## config.mk

```make
export PLATFORM = sky130hd
export DESIGN_NAME = sacs_device_flat
export DESIGN_NICKNAME = d
export VERILOG_FILES = /design/src/rtl/sacs_pkg.sv /design/src/rtl/sacs_link_if.sv /design/src/rtl/sacs_device.sv /design/src/flat_wrapper.sv
export SDC_FILE = /design/constraint.sdc
export NUM_CORES = 1
export LEC_CHECK = 0
export ABC_AREA = 0
export BUFFER_PORTS_ARGS = -buffer_cell sky130_fd_sc_hd__buf_2
export CAP_MARGIN = 20
export CORE_ASPECT_RATIO = 0.5
export CORE_UTILIZATION = 51
export DETAILED_ROUTE_END_ITERATION = 10
export PLACE_DENSITY = 0.75
export SYNTH_ARGS = -nofsm -noshare
export SYNTH_HDL_FRONTEND = slang
export SYNTH_SLANG_ARGS = --single-unit
```

## constraint.sdc

```tcl
create_clock -name sys_clk -period 1.9 [get_ports sys_clk]
set_input_delay 0.475 -clock sys_clk [delete_from_list [all_inputs] [get_ports sys_clk]]
set_output_delay 0.475 -clock sys_clk [all_outputs]
set_load 0.1 [all_outputs]
```

## src/rtl/sacs_pkg.sv

```systemverilog
// shared constants and types for the serial converter control link
// assumes: both ends on one 200 MHz sys_clk, link pins joined by sacs_link_if
package sacs_pkg;

  // ---------------------------------------------------------------
  // frame layout
  // ---------------------------------------------------------------
  localparam int ADDR_W = 4;
  localparam int DATA_W = 8;
  localparam int FRAME_EDGES = 8;
  localparam int SAMPLE_START_EDGE = 4;
  localparam logic [3:0] SELF_TEST_CHANNEL = 4'hb;
  localparam logic [7:0] SELF_TEST_CODE = 8'h80;
  localparam logic [7:0] RESULT_RESET = 8'h00;

  // ---------------------------------------------------------------
  // timing
  // ---------------------------------------------------------------
  localparam int CONV_CYCLES = 36;
  localparam int SYS_CLK_PERIOD_NS = 5;
  localparam int SHIFT_PERIOD_NS = 80;
  localparam int SHIFT_HALF_CYCLES = SHIFT_PERIOD_NS / 2 / SYS_CLK_PERIOD_NS;
  localparam int CONV_WAIT_EDGES = CONV_CYCLES + 4;
  localparam int FIFO_DEPTH = 8;

  typedef enum logic [1:0] {SACS_IDLE, SACS_SELECT, SACS_SHIFT, SACS_WAIT} sacs_host_state_t;

endpackage : sacs_pkg

```

## src/rtl/sacs_link_if.sv

```systemverilog
// link pins between the host end and the converter end
// assumes: the bench resolves the data pin from data_oe
`timescale 1ns/1ps
interface sacs_link_if;
  logic cs_n;
  logic shift_clk;
  logic addr_in;
  logic data_out;
  logic data_oe;

  modport device (
    input cs_n,
    input shift_clk,
    input addr_in,
    output data_out,
    output data_oe
  );

  modport host (
    output cs_n,
    output shift_clk,
    output addr_in,
    input data_out,
    input data_oe
  );
endinterface : sacs_link_if

```

## src/rtl/sacs_device.sv

```systemverilog
// converter end: chip select filter, frame shifter, sample/hold and conversion timer
// assumes: link pins arrive asynchronously; analog result comes in on sample_code
`timescale 1ns/1ps

// What this block does
// RL1 - chip select high: output off, inputs ignored
// RL2 - select recognised after two rises, one fall
// RL3 - result msb appears without shift edge
// RL4 - address captured msb first, rising edges one-four
// RL5 - falls one-four shift result bits two-five
// RL6 - sampling starts after fourth falling edge
// RL7 - falls five-seven shift bits six-eight
// RL8 - eighth fall holds; convert 36 cycles
// RL9 - host waits 36 cycles after eighth edge; host here waits CONV_WAIT_EDGES, 40 cycles
// RL10 - spurious shift edge misaligns frame count
// RL11 - recognised select fall aborts conversion
// RL12 - new frame aborts; keep earlier result
// RL13 - common clock: two cycles recognise select
// RL14 - common clock: raise select after ten; host here raises cs_n two cycles after the eighth fall
// RL15 - strobed hold at delayed eighth fall
// RL16 - clocks independent, no ratio required
// RL17 - channel 1011 converts self-test voltage
// RL18 - finished conversion loads output register
module sacs_device (
  input wire logic sys_clk,
  input wire logic rst,
  sacs_link_if.device link,
  input wire logic [7:0] sample_code,
  output logic [3:0] channel,
  output logic sampling,
  output logic converting,
  output logic result_valid,
  output logic [7:0] result
);
  // ---------------------------------------------------------------
  // synchronisers: link pins are foreign to sys_clk
  // ---------------------------------------------------------------
  logic [1:0] cs_sync;
  logic [1:0] clk_sync;
  logic [1:0] addr_sync;
  logic clk_prev;
  logic shift_rise;
  logic shift_fall;

  always_ff @(posedge sys_clk or posedge rst)
  begin
    if (rst)
    begin
      cs_sync <= 2'h3;
      clk_sync <= 2'h0;
      addr_sync <= 2'h0;
      clk_prev <= 1'b0;
    end
    else
    begin
      cs_sync <= {cs_sync[0], link.cs_n};
      clk_sync <= {clk_sync[0], link.shift_clk};
      addr_sync <= {addr_sync[0], link.addr_in};
      clk_prev <= clk_sync[1];
    end
  end

  // ---------------------------------------------------------------
  // chip select filter: two rising then one falling sys_clk edge
  // ---------------------------------------------------------------
  logic [1:0] cs_rise_cnt;
  logic cs_neg_seen;
  logic selected;
  logic select_start;

  // posedge stage: counts two rising edges while select is low; the negedge stage below then completes recognition
  always_ff @(posedge sys_clk or posedge rst)
  begin
    if (rst)
    begin
      cs_rise_cnt <= 2'h0;
    end
    else if (cs_sync[1])
    begin
      cs_rise_cnt <= 2'h0; // RL1
    end
    else if (cs_rise_cnt != 2'h2)
    begin
      cs_rise_cnt <= cs_rise_cnt + 2'h1; // RL2
    end
  end

  always_ff @(negedge sys_clk or posedge rst)
  begin
    if (rst)
    begin
      cs_neg_seen <= 1'b0;
    end
    else
    begin
      cs_neg_seen <= !cs_sync[1] && (cs_rise_cnt == 2'h2); // RL2 RL13
    end
  end

  always_ff @(posedge sys_clk or posedge rst)
  begin
    if (rst)
    begin
      selected <= 1'b0;
    end
    else
    begin
      selected <= cs_neg_seen && !cs_sync[1];
    end
  end

  assign select_start = cs_neg_seen && !cs_sync[1] && !selected;
  // shift edges only count while selected; clocks are free-running relative to each other
  assign shift_rise = selected && !cs_sync[1] && clk_sync[1] && !clk_prev; // RL1 RL16
  assign shift_fall = selected && !cs_sync[1] && !clk_sync[1] && clk_prev; // RL1 RL16

  // ---------------------------------------------------------------
  // frame shifter
  // ---------------------------------------------------------------
  logic [2:0] rise_cnt;
  logic [3:0] fall_cnt;
  logic [3:0] addr_shift;
  logic [7:0] out_shift;
  logic [7:0] prev_result;
  logic hold_go;

  always_ff @(posedge sys_clk or posedge rst)
  begin
    if (rst)
    begin
      rise_cnt <= 3'h0;
      addr_shift <= 4'h0;
    end
    else if (select_start)
    begin
      rise_cnt <= 3'h0;
    end
    else if (shift_rise)
    begin
      rise_cnt <= rise_cnt + 3'h1; // RL10
      if (rise_cnt < 3'(sacs_pkg::ADDR_W))
      begin
        addr_shift <= {addr_shift[2:0], addr_sync[1]}; // RL4
      end
    end
  end

  always_ff @(posedge sys_clk or posedge rst)
  begin
    if (rst)
    begin
      fall_cnt <= 4'h0;
      out_shift <= sacs_pkg::RESULT_RESET;
      channel <= 4'h0;
      sampling <= 1'b0;
    end
    else if (select_start)
    begin
      fall_cnt <= 4'h0;
      sampling <= 1'b0; // RL11
      out_shift <= prev_result; // RL3 RL12
    end
    else if (shift_fall)
    begin
      out_shift <= {out_shift[6:0], 1'b0}; // RL5 RL7
      if (fall_cnt == 4'(sacs_pkg::SAMPLE_START_EDGE - 1))
      begin
        channel <= addr_shift; // RL6
        sampling <= 1'b1; // RL6
      end
      if (fall_cnt == 4'(sacs_pkg::FRAME_EDGES - 1))
      begin
        fall_cnt <= 4'h0; // RL10
        sampling <= 1'b0; // RL8 RL15
        out_shift <= prev_result;
      end
      else
      begin
        fall_cnt <= fall_cnt + 4'h1;
      end
    end
    else if (result_valid)
    begin
      out_shift <= prev_result;
    end
  end

  assign hold_go = shift_fall && (fall_cnt == 4'(sacs_pkg::FRAME_EDGES - 1)); // RL8 RL15

  // ---------------------------------------------------------------
  // conversion timer
  // ---------------------------------------------------------------
  logic [5:0] conv_cnt;
  logic [7:0] held_code;

  always_ff @(posedge sys_clk or posedge rst)
  begin
    if (rst)
    begin
      conv_cnt <= 6'h0;
      converting <= 1'b0;
      held_code <= 8'h00;
    end
    else if (select_start)
    begin
      converting <= 1'b0; // RL11
      conv_cnt <= 6'h0;
    end
    else if (hold_go)
    begin
      converting <= 1'b1; // RL8 RL12
      conv_cnt <= 6'h0;
      held_code <= (channel == sacs_pkg::SELF_TEST_CHANNEL) ?
        sacs_pkg::SELF_TEST_CODE : sample_code; // RL17
    end
    else if (converting)
    begin
      if (conv_cnt == 6'(sacs_pkg::CONV_CYCLES - 1))
      begin
        converting <= 1'b0; // RL8
      end
      conv_cnt <= conv_cnt + 6'h1;
    end
  end

  always_ff @(posedge sys_clk or posedge rst)
  begin
    if (rst)
    begin
      prev_result <= sacs_pkg::RESULT_RESET;
      result_valid <= 1'b0;
    end
    else
    begin
      result_valid <= 1'b0;
      if (converting && !select_start && !hold_go &&
          conv_cnt == 6'(sacs_pkg::CONV_CYCLES - 1))
      begin
        prev_result <= held_code; // RL18
        result_valid <= 1'b1;
      end
    end
  end

  assign result = prev_result;

  // ---------------------------------------------------------------
  // pin drive: data pin released whenever select is high
  // ---------------------------------------------------------------
  always_ff @(posedge sys_clk or posedge rst)
  begin
    if (rst)
    begin
      link.data_oe <= 1'b0;
      link.data_out <= 1'b0;
    end
    else
    begin
      link.data_oe <= selected && !cs_sync[1]; // RL1
      link.data_out <= out_shift[7]; // RL3
    end
  end
endmodule : sacs_device

```

## src/flat_wrapper.sv

```systemverilog
// flat-port wrapper written by rule: the top's interface ports become plain ports
module sacs_device_flat 
  (sys_clk, rst, sample_code, channel, sampling, converting, result_valid, result, link_cs_n, link_shift_clk, link_addr_in, link_data_out, link_data_oe);
  sacs_link_if link_i ();
  input wire logic sys_clk;
  input wire logic rst;
  input wire logic [7:0] sample_code;
  output logic [3:0] channel;
  output logic sampling;
  output logic converting;
  output logic result_valid;
  output logic [7:0] result;
  input wire logic [$bits(link_i.cs_n)-1:0] link_cs_n;
  input wire logic [$bits(link_i.shift_clk)-1:0] link_shift_clk;
  input wire logic [$bits(link_i.addr_in)-1:0] link_addr_in;
  output wire logic [$bits(link_i.data_out)-1:0] link_data_out;
  output wire logic [$bits(link_i.data_oe)-1:0] link_data_oe;
  assign link_i.cs_n = link_cs_n;
  assign link_i.shift_clk = link_shift_clk;
  assign link_i.addr_in = link_addr_in;
  assign link_data_out = link_i.data_out;
  assign link_data_oe = link_i.data_oe;
  sacs_device u_core (.sys_clk(sys_clk), .rst(rst), .link(link_i), .sample_code(sample_code), .channel(channel), .sampling(sampling), .converting(converting), .result_valid(result_valid), .result(result));
endmodule
```

---- Yosys cells after proc, flatten, opt, wreduce, memory -nomap -nowiden ----
Index checks and enable logic that the tools add are counted.
cells by class
  add/subtract/negate cells ............... 4
  magnitude comparators ................... 1
  eq/ne operators ......................... 6
  mux-type cells .......................... 24
  bitwise gates (word level) .............. 1
  reductions and logical operators ........ 28
operator list
  kind                 number
  $mux 8               5
  $mux 6               3
  $logic_and 1x1->1    12
  $mux 4               3
  $mux 1               9
  $reduce_bool 3->1    3
  $add 6x1->6 const B  1
  $eq 6x6->1 const B   1
  $logic_not 1->1      6
  $mux 3               2
  $reduce_and 3->1     2
  $reduce_bool 2->1    3
  $add 4x1->4 const B  1
  $eq 4x2->1 const B   1
  $eq 4x3->1 const B   1
  $eq 4x4->1 const B   1
  $mux 2               2
  $reduce_and 2->1     2
  $add 3x1->3 const B  1
  $lt 3x3->1 const B   1
  $add 2x1->2 const B  1
  $eq 2x2->1 const B   1
  $ne 2x2->1 const B   1
  $not 1->1            1
word-level totals
  register bits after elaboration ......... 61
  output and inout bits ................... 17
  logic and storage cells ................. 84

---- Depth between registers and ports, before layout ----
Gate-level depths: netlist of run 1.
  depth after elaboration ................. 9
  gate-level depth with buffers ........... 6
  mapped depth without buffers ............ 5

==> results.toml, run 1 <==
[outcome]
status = "finished, violations left"
failed_checks = "negative setup slack"

[worst_hold_path]
hold_path.class = "primary input to flop"

[sta]
max_slew_margin_pct = 49.87
worst_pin_slew_ns = 0.7519
hold_viol_final = 0
setup_viol_count_final = 32
grt_setup_unrepaired = "true"
hold_ws_ns = 0.2384
layout_setup_ws_ns = -0.3368
final.setup.tns_ns = -8.109
drv_slew = 0
skew_ns = 0.01647

[pwr]
ir_worst_vdd_v = 0.0006357
p_leak_nw = 1.678
p_per_area_nw_per_um2 = 914.3

[final_layout]
num_antenna_cells = 0
drive_gt1_share_pct = 44.14
syn_to_final_growth_pct = 27.32
nNetsFinal = 268
final_area_um2 = 3189

[drt]
antenna_left = 0
wl_um = 5220
drt-pass1-iter-count = 4
top_layer = "met4"
wl_met1_um = 2295
wl_per_cell_um = 16.21
vias = 1644
dr_wl_met2_um = 2587
wl_met3_um = 172
drc = 0
drtIter0Drc = 72
routed_via_density = 5.106

[floorplanning]
num_rows = 17
io_pins = 30
die-area_um2 = 5213
die_h_um = 51.56
start_util_pct = 55.03
die_x_um = 101.1
core_region_area_um2 = 4552

[critical_path]
crit_fanout = 5
cp.arrival_ns = 2.46
worstPathRequired_ns = 2.12
critPathLaunchType = "flop"
endpoint_kind = "flop"
critPathKind = "flop to flop"

[clock_network]
clock_latency_ns = 0.34
clk_pin_slew_worst_paths_ns = 0.06
h-tree-depth = 3
numClockSinks = 61
cts_tree = "built"
cts_root_buf = "clkbuf_8"
cts_inserted_buffers = 9
clockBufferDepth = 2

[global_route]
gr-total-overflow = 0
gr-usage-all-layers_pct = 21.76
grt_pass1_vias = 1669
grt_start_max_net_pins = 61
antenna_found_initial = 0
grt_pass1_wl_um = 8031

[synthesis]
ys_top_cells_by_area = "dfrtp_1, mux2_2, nand2_1, nor2_1, dfstp_2"
synthesis.nets = 214
synth_area_per_cell_um2 = 12.72
ys_ff_latch = 61
syn_area_um2 = 2505
ys_warn_count = 0
synth_cell_type_count = 33
synth_top_cell_by_area = "dfrtp_1"
synth-seq-area-share_pct = 61.04
synth_top_area_share_pct = 57.94
syn_inst = 197

[flow_run]
cap_violations = 0

[placed_design]
dpl_cell_area_um2 = 2825
dp_hpwl_um = 3017
gp_congestion = 0.8197
io_buffers = 29
[placed cells by master, fill, tap and decap left out, drive strengths merged, types with 2 or more instances in the layout]
cell    Yosys  routed
dfrtp      58      58
buf         1      46
mux2       30      30
nand2      26      26
nor2       16      16
clkbuf      3      11
o21ai       7       7
xor2        6       6
a21oi       6       6
mux2i       4       4
nor2b       4       4
ha          4       4
inv         5       4
xnor2       3       3
clkinv      0       3
nand4b      2       3
nand4       2       2
nor3b       2       2
a21o        2       2
bufinv      0       2
dfstp       2       2
and2b       2       2
nand2b      2       2
and4bb      2       2
nand3       2       2
[cells in the mapped netlist, drive strengths merged]
cell type / n
dfstp: 2
a21o: 2
buf: 1
nand3: 2
nor3: 1
nor2b: 4
clkbuf: 3
and2b: 2
dfrtp: 58
nor4b: 1
and4bb: 2
inv: 5
dfrtn: 1
nand2b: 2
mux2i: 4
nand4: 2
nand4bb: 1
ha: 4
mux2: 30
nor2: 16
nand4b: 2
a21oi: 6
o21ai: 7
xor2: 6
nand2: 26
xnor2: 3
nor3b: 2
a21boi: 1
nand3b: 1
[flip-flops by register name, indices dropped and copies added, names as in the netlist, 3 cells and up]
name,count
u_core.held_code,8
u_core.fall_cnt,4
u_core.rise_cnt,3
u_core.conv_cnt,6
u_core.out_shift,8
u_core.addr_shift,4
u_core.channel,4
u_core.result,8
[path summary, 6_finish.rpt]
check / cells past startpoint / from / end / slack, ns
hold / removal: 1 / link_cs_n / u_core.cs_sync[0] / 0.24
setup / recovery: 4 / u_core.cs_neg_seen / u_core.result[0] / -0.34
min in group asynchronous: 3 / rst / u_core.fall_cnt[3] / 0.39
setup reg to reg: 4 / u_core.cs_neg_seen / u_core.result[0] / -0.34
hold reg to reg: 0 / u_core.clk_sync[0] / u_core.clk_sync[1] / 0.35
max in group asynchronous: 2 / rst / u_core.cs_neg_seen / 0.93
[repair_timing]
action,CTS,global route
cloned,1,0
endpoints found under the hold margin,0,0
buffers inserted,3,3
pin swaps,3,0
gates resized for setup,15,16
hold buffers,0,0
setup endpoints to repair,31,33
[logic make-up (layout without fill, tap and decap cells)]
family	Yosys count	count (layout)	share of synthesized area, %
compound gates	16	16	3.496
simple gates	64	65	13.59
xor+xnor	9	9	3.147
buf+inv	9	67	1.648
fa+ha+maj	4	4	1.998
flops	61	61	61.04
mux	34	34	15.08
[worst max-delay path, stage by stage, from the launching register on]
cell and delay [ns]:
dfrtn_1 0.41, and2b_2 0.20, nand2b_4 0.09, nand4b_4 0.13, mux2_2 0.35
[layout make-up]
cell class,count,area [um2]
Clock buffer,11,131.4
Clock inverter,5,75.07
Fill cell,331,1363
Inverter,5,22.52
Multi-Input combinational cell,128,1061
Sequential cell,61,1529
Tap cell,66,82.58
Timing Repair Buffer,46,287.8
[metal layers]
metal	up-vias	track usage, %
li1	779	-
met1	814	26.97
met2	36	34.35
met3	15	6.855
met4	0	12.56
met5	-	0
[power by group]
| group | total, W | switching [W] | internal (W) |
|---|---|---|---|
| registers | 0.00141 | 0.0000475 | 0.00136 |
| logic | 0.000287 | 0.000147 | 0.000140 |
| clock network | 0.00122 | 0.000490 | 0.000732 |
[stage by stage]
stage	total power (W)	std cells	utilization (%)	setup slack [ns]
after floorplan	0.001573	197	-	-0.2903
after global placement	0.001645	300	62.07	-0.3300
after detailed placement	0.001666	300	62.07	-0.3547
after CTS	0.002905	320	68.72	-0.3050
after global routing	0.003037	322	70.07	-0.3825
final	0.002916	322	70.07	-0.3368
No activity file was read; power rests on OpenSTA's default activity.
==> inputs of run 2 (changes only) <==
Settings changed: PLACE_DENSITY 0.75 to 0.81.
==> run 2 against run 1 <==
Net effect: the flow still finishes with violations (negative setup slack); largest cell class unchanged; worst hold slack improved by 0.0037 ns; global-route usage up 1.4 points; via count grew 0.67%; flip-flop and latch count did not move; die area unchanged; count of clock-buffer cells in the layout rose by 3.
==> results.toml, run 2 (synthesized netlist as in run 1, its figures left out) <==
[outcome]
status = "finished, violations left"
failed_checks = "negative setup slack"

[floorplanning]
core_region_area_um2 = 4552
num_rows = 17
start_util_pct = 55.03
die_h_um = 51.56
die_x_um = 101.1
io_pins = 30
die-area_um2 = 5213

[sta]
skew_ns = 0.01481
final.setup.tns_ns = -7.689
grt_setup_unrepaired = "true"
hold_viol_final = 0
drv_slew = 0
worst_pin_slew_ns = 0.7446
max_slew_margin_pct = 50.36
setup_viol_count_final = 32
layout_setup_ws_ns = -0.3376

[critical_path]
critPathLaunchType = "flop"
reg2reg_from = "u_core.cs_neg_seen"
worstPathRequired_ns = 2.12
crit_fanout = 5
crit_start = "u_core.cs_neg_seen"
r2r_slack_ns = -0.34
r2r-end = "u_core.result[0]"
critPathKind = "flop to flop"
cp-endpoint = "u_core.result[0]"
endpoint_kind = "flop"
r2r_cells = 4
cp.arrival_ns = 2.46

[drt]
routed_via_density = 5.188
drtIter0Drc = 66
wl_per_cell_um = 16.29
antenna_left = 0
vias = 1655
drt-pass1-iter-count = 6
drc = 0
wl_um = 5195

[pwr]
p_leak_nw = 1.657
ir_worst_vdd_v = 0.0006379
total_power_w = 0.002799
p_per_area_nw_per_um2 = 887.6

[final_layout]
num-fill-cells = 312
drive_gt1_share_pct = 41.90
nNetsFinal = 266
syn_to_final_growth_pct = 25.87
fin_util_pct = 69.27
multiInputGateArea_um2 = 1050
layout_commonest_cell = "dfrtp_1"
final_area_um2 = 3153
num_antenna_cells = 0
area.sequential_um2 = 1529
layout_common_cells = "dfrtp_1, buf_2, nand2_1, mux2_2, nor2_1"

[clock_network]
cts_root_buf = "clkbuf_8"
clk_pin_slew_worst_paths_ns = 0.06
clock_latency_ns = 0.33
cts_tree = "built"
clockBufferDepth = 2
h-tree-depth = 3
numClockSinks = 61
cts_inserted_buffers = 9

[global_route]
gr-usage-all-layers_pct = 23.20
grt_start_max_net_pins = 61
antenna_found_initial = 0
gr-total-overflow = 0
grt_pass1_vias = 1798
grt_pass1_wl_um = 8473

[worst_hold_path]
min_path_cells = 1
hold_path.class = "primary input to flop"

[placed_design]
io_buffers = 29
dp_hpwl_um = 3267
dpl_cell_area_um2 = 2825
gp_congestion = 0.8066

[flow_run]
cap_violations = 0
run 2: changes by cell type in the layout (fill, tap and decap cells not counted), sizes merged:
| cell | previous run | this run |
|---|---|---|
| bufinv | 2 | 1 |
| clkinv | 3 | 0 |
| clkbuf | 11 | 14 |
| buf | 46 | 44 |
run 2: timing repair:
action                     CTS  global route
setup endpoints to repair   32            33
gates resized for setup     15            14
pin swaps                    2             1
hold buffers                 0             0
setup buffers                2             2
gates cloned                 1             0
run 2: routing by layer:
metal	global-route usage, %	routed length [um]	part of all wire (%)
met1	25.77	2224	43
met2	41.61	2696	52
met3	8.065	193	3.7
met4	9.420	81	1.6
met5	0	0	0
run 2: worst max-delay path, stage by stage, from the launching register on:
cell,delay [ns]
dfrtn_1,0.41
and2b_2,0.18
nand2b_4,0.09
nand4b_4,0.15
mux2_2,0.36
run 2: cell type report:
cell class / count / area share (%)
clock inverter: 1 / 0.9524
tap: 66 / 2.619
multi-input combinational: 128 / 33.29
sequential: 61 / 48.49
timing repair buffer: 44 / 8.770
clock buffer: 14 / 5.159
inverter: 5 / 0.7143
run 2: worst min path at each step:
stage | end | start | slack [ns]
after global routing | u_core.cs_sync[0] | link_cs_n | 0.21
after detailed placement | u_core.clk_sync[1] | u_core.clk_sync[0] | 0.34
after floorplan | u_core.addr_sync[1] | u_core.addr_sync[0] | 0.33
after CTS | u_core.cs_sync[0] | link_cs_n | 0.22
final | u_core.cs_sync[0] | link_cs_n | 0.24
after global placement | u_core.clk_sync[1] | u_core.clk_sync[0] | 0.33
run 2: report_power, final:
group / internal (W) / switching (W)
registers: 0.00136 / 0.0000504
clock network: 0.000672 / 0.000456
logic: 0.000128 / 0.000133
run 2: metrics by stage:
| step | std cells | setup slack, ns | hold WS [ns] |
|---|---|---|---|
| 6_report | 319 | -0.3376 | 0.2422 |
| 5_1_grt | 319 | -0.3667 | 0.2104 |
| 4_1_cts | 318 | -0.3160 | 0.2240 |
| 3_5_place_dp | 300 | -0.3799 | 0.3364 |
| 3_3_place_gp | 300 | -0.3336 | 0.3315 |
| 2_1_floorplan | 197 | -0.2903 | 0.3312 |
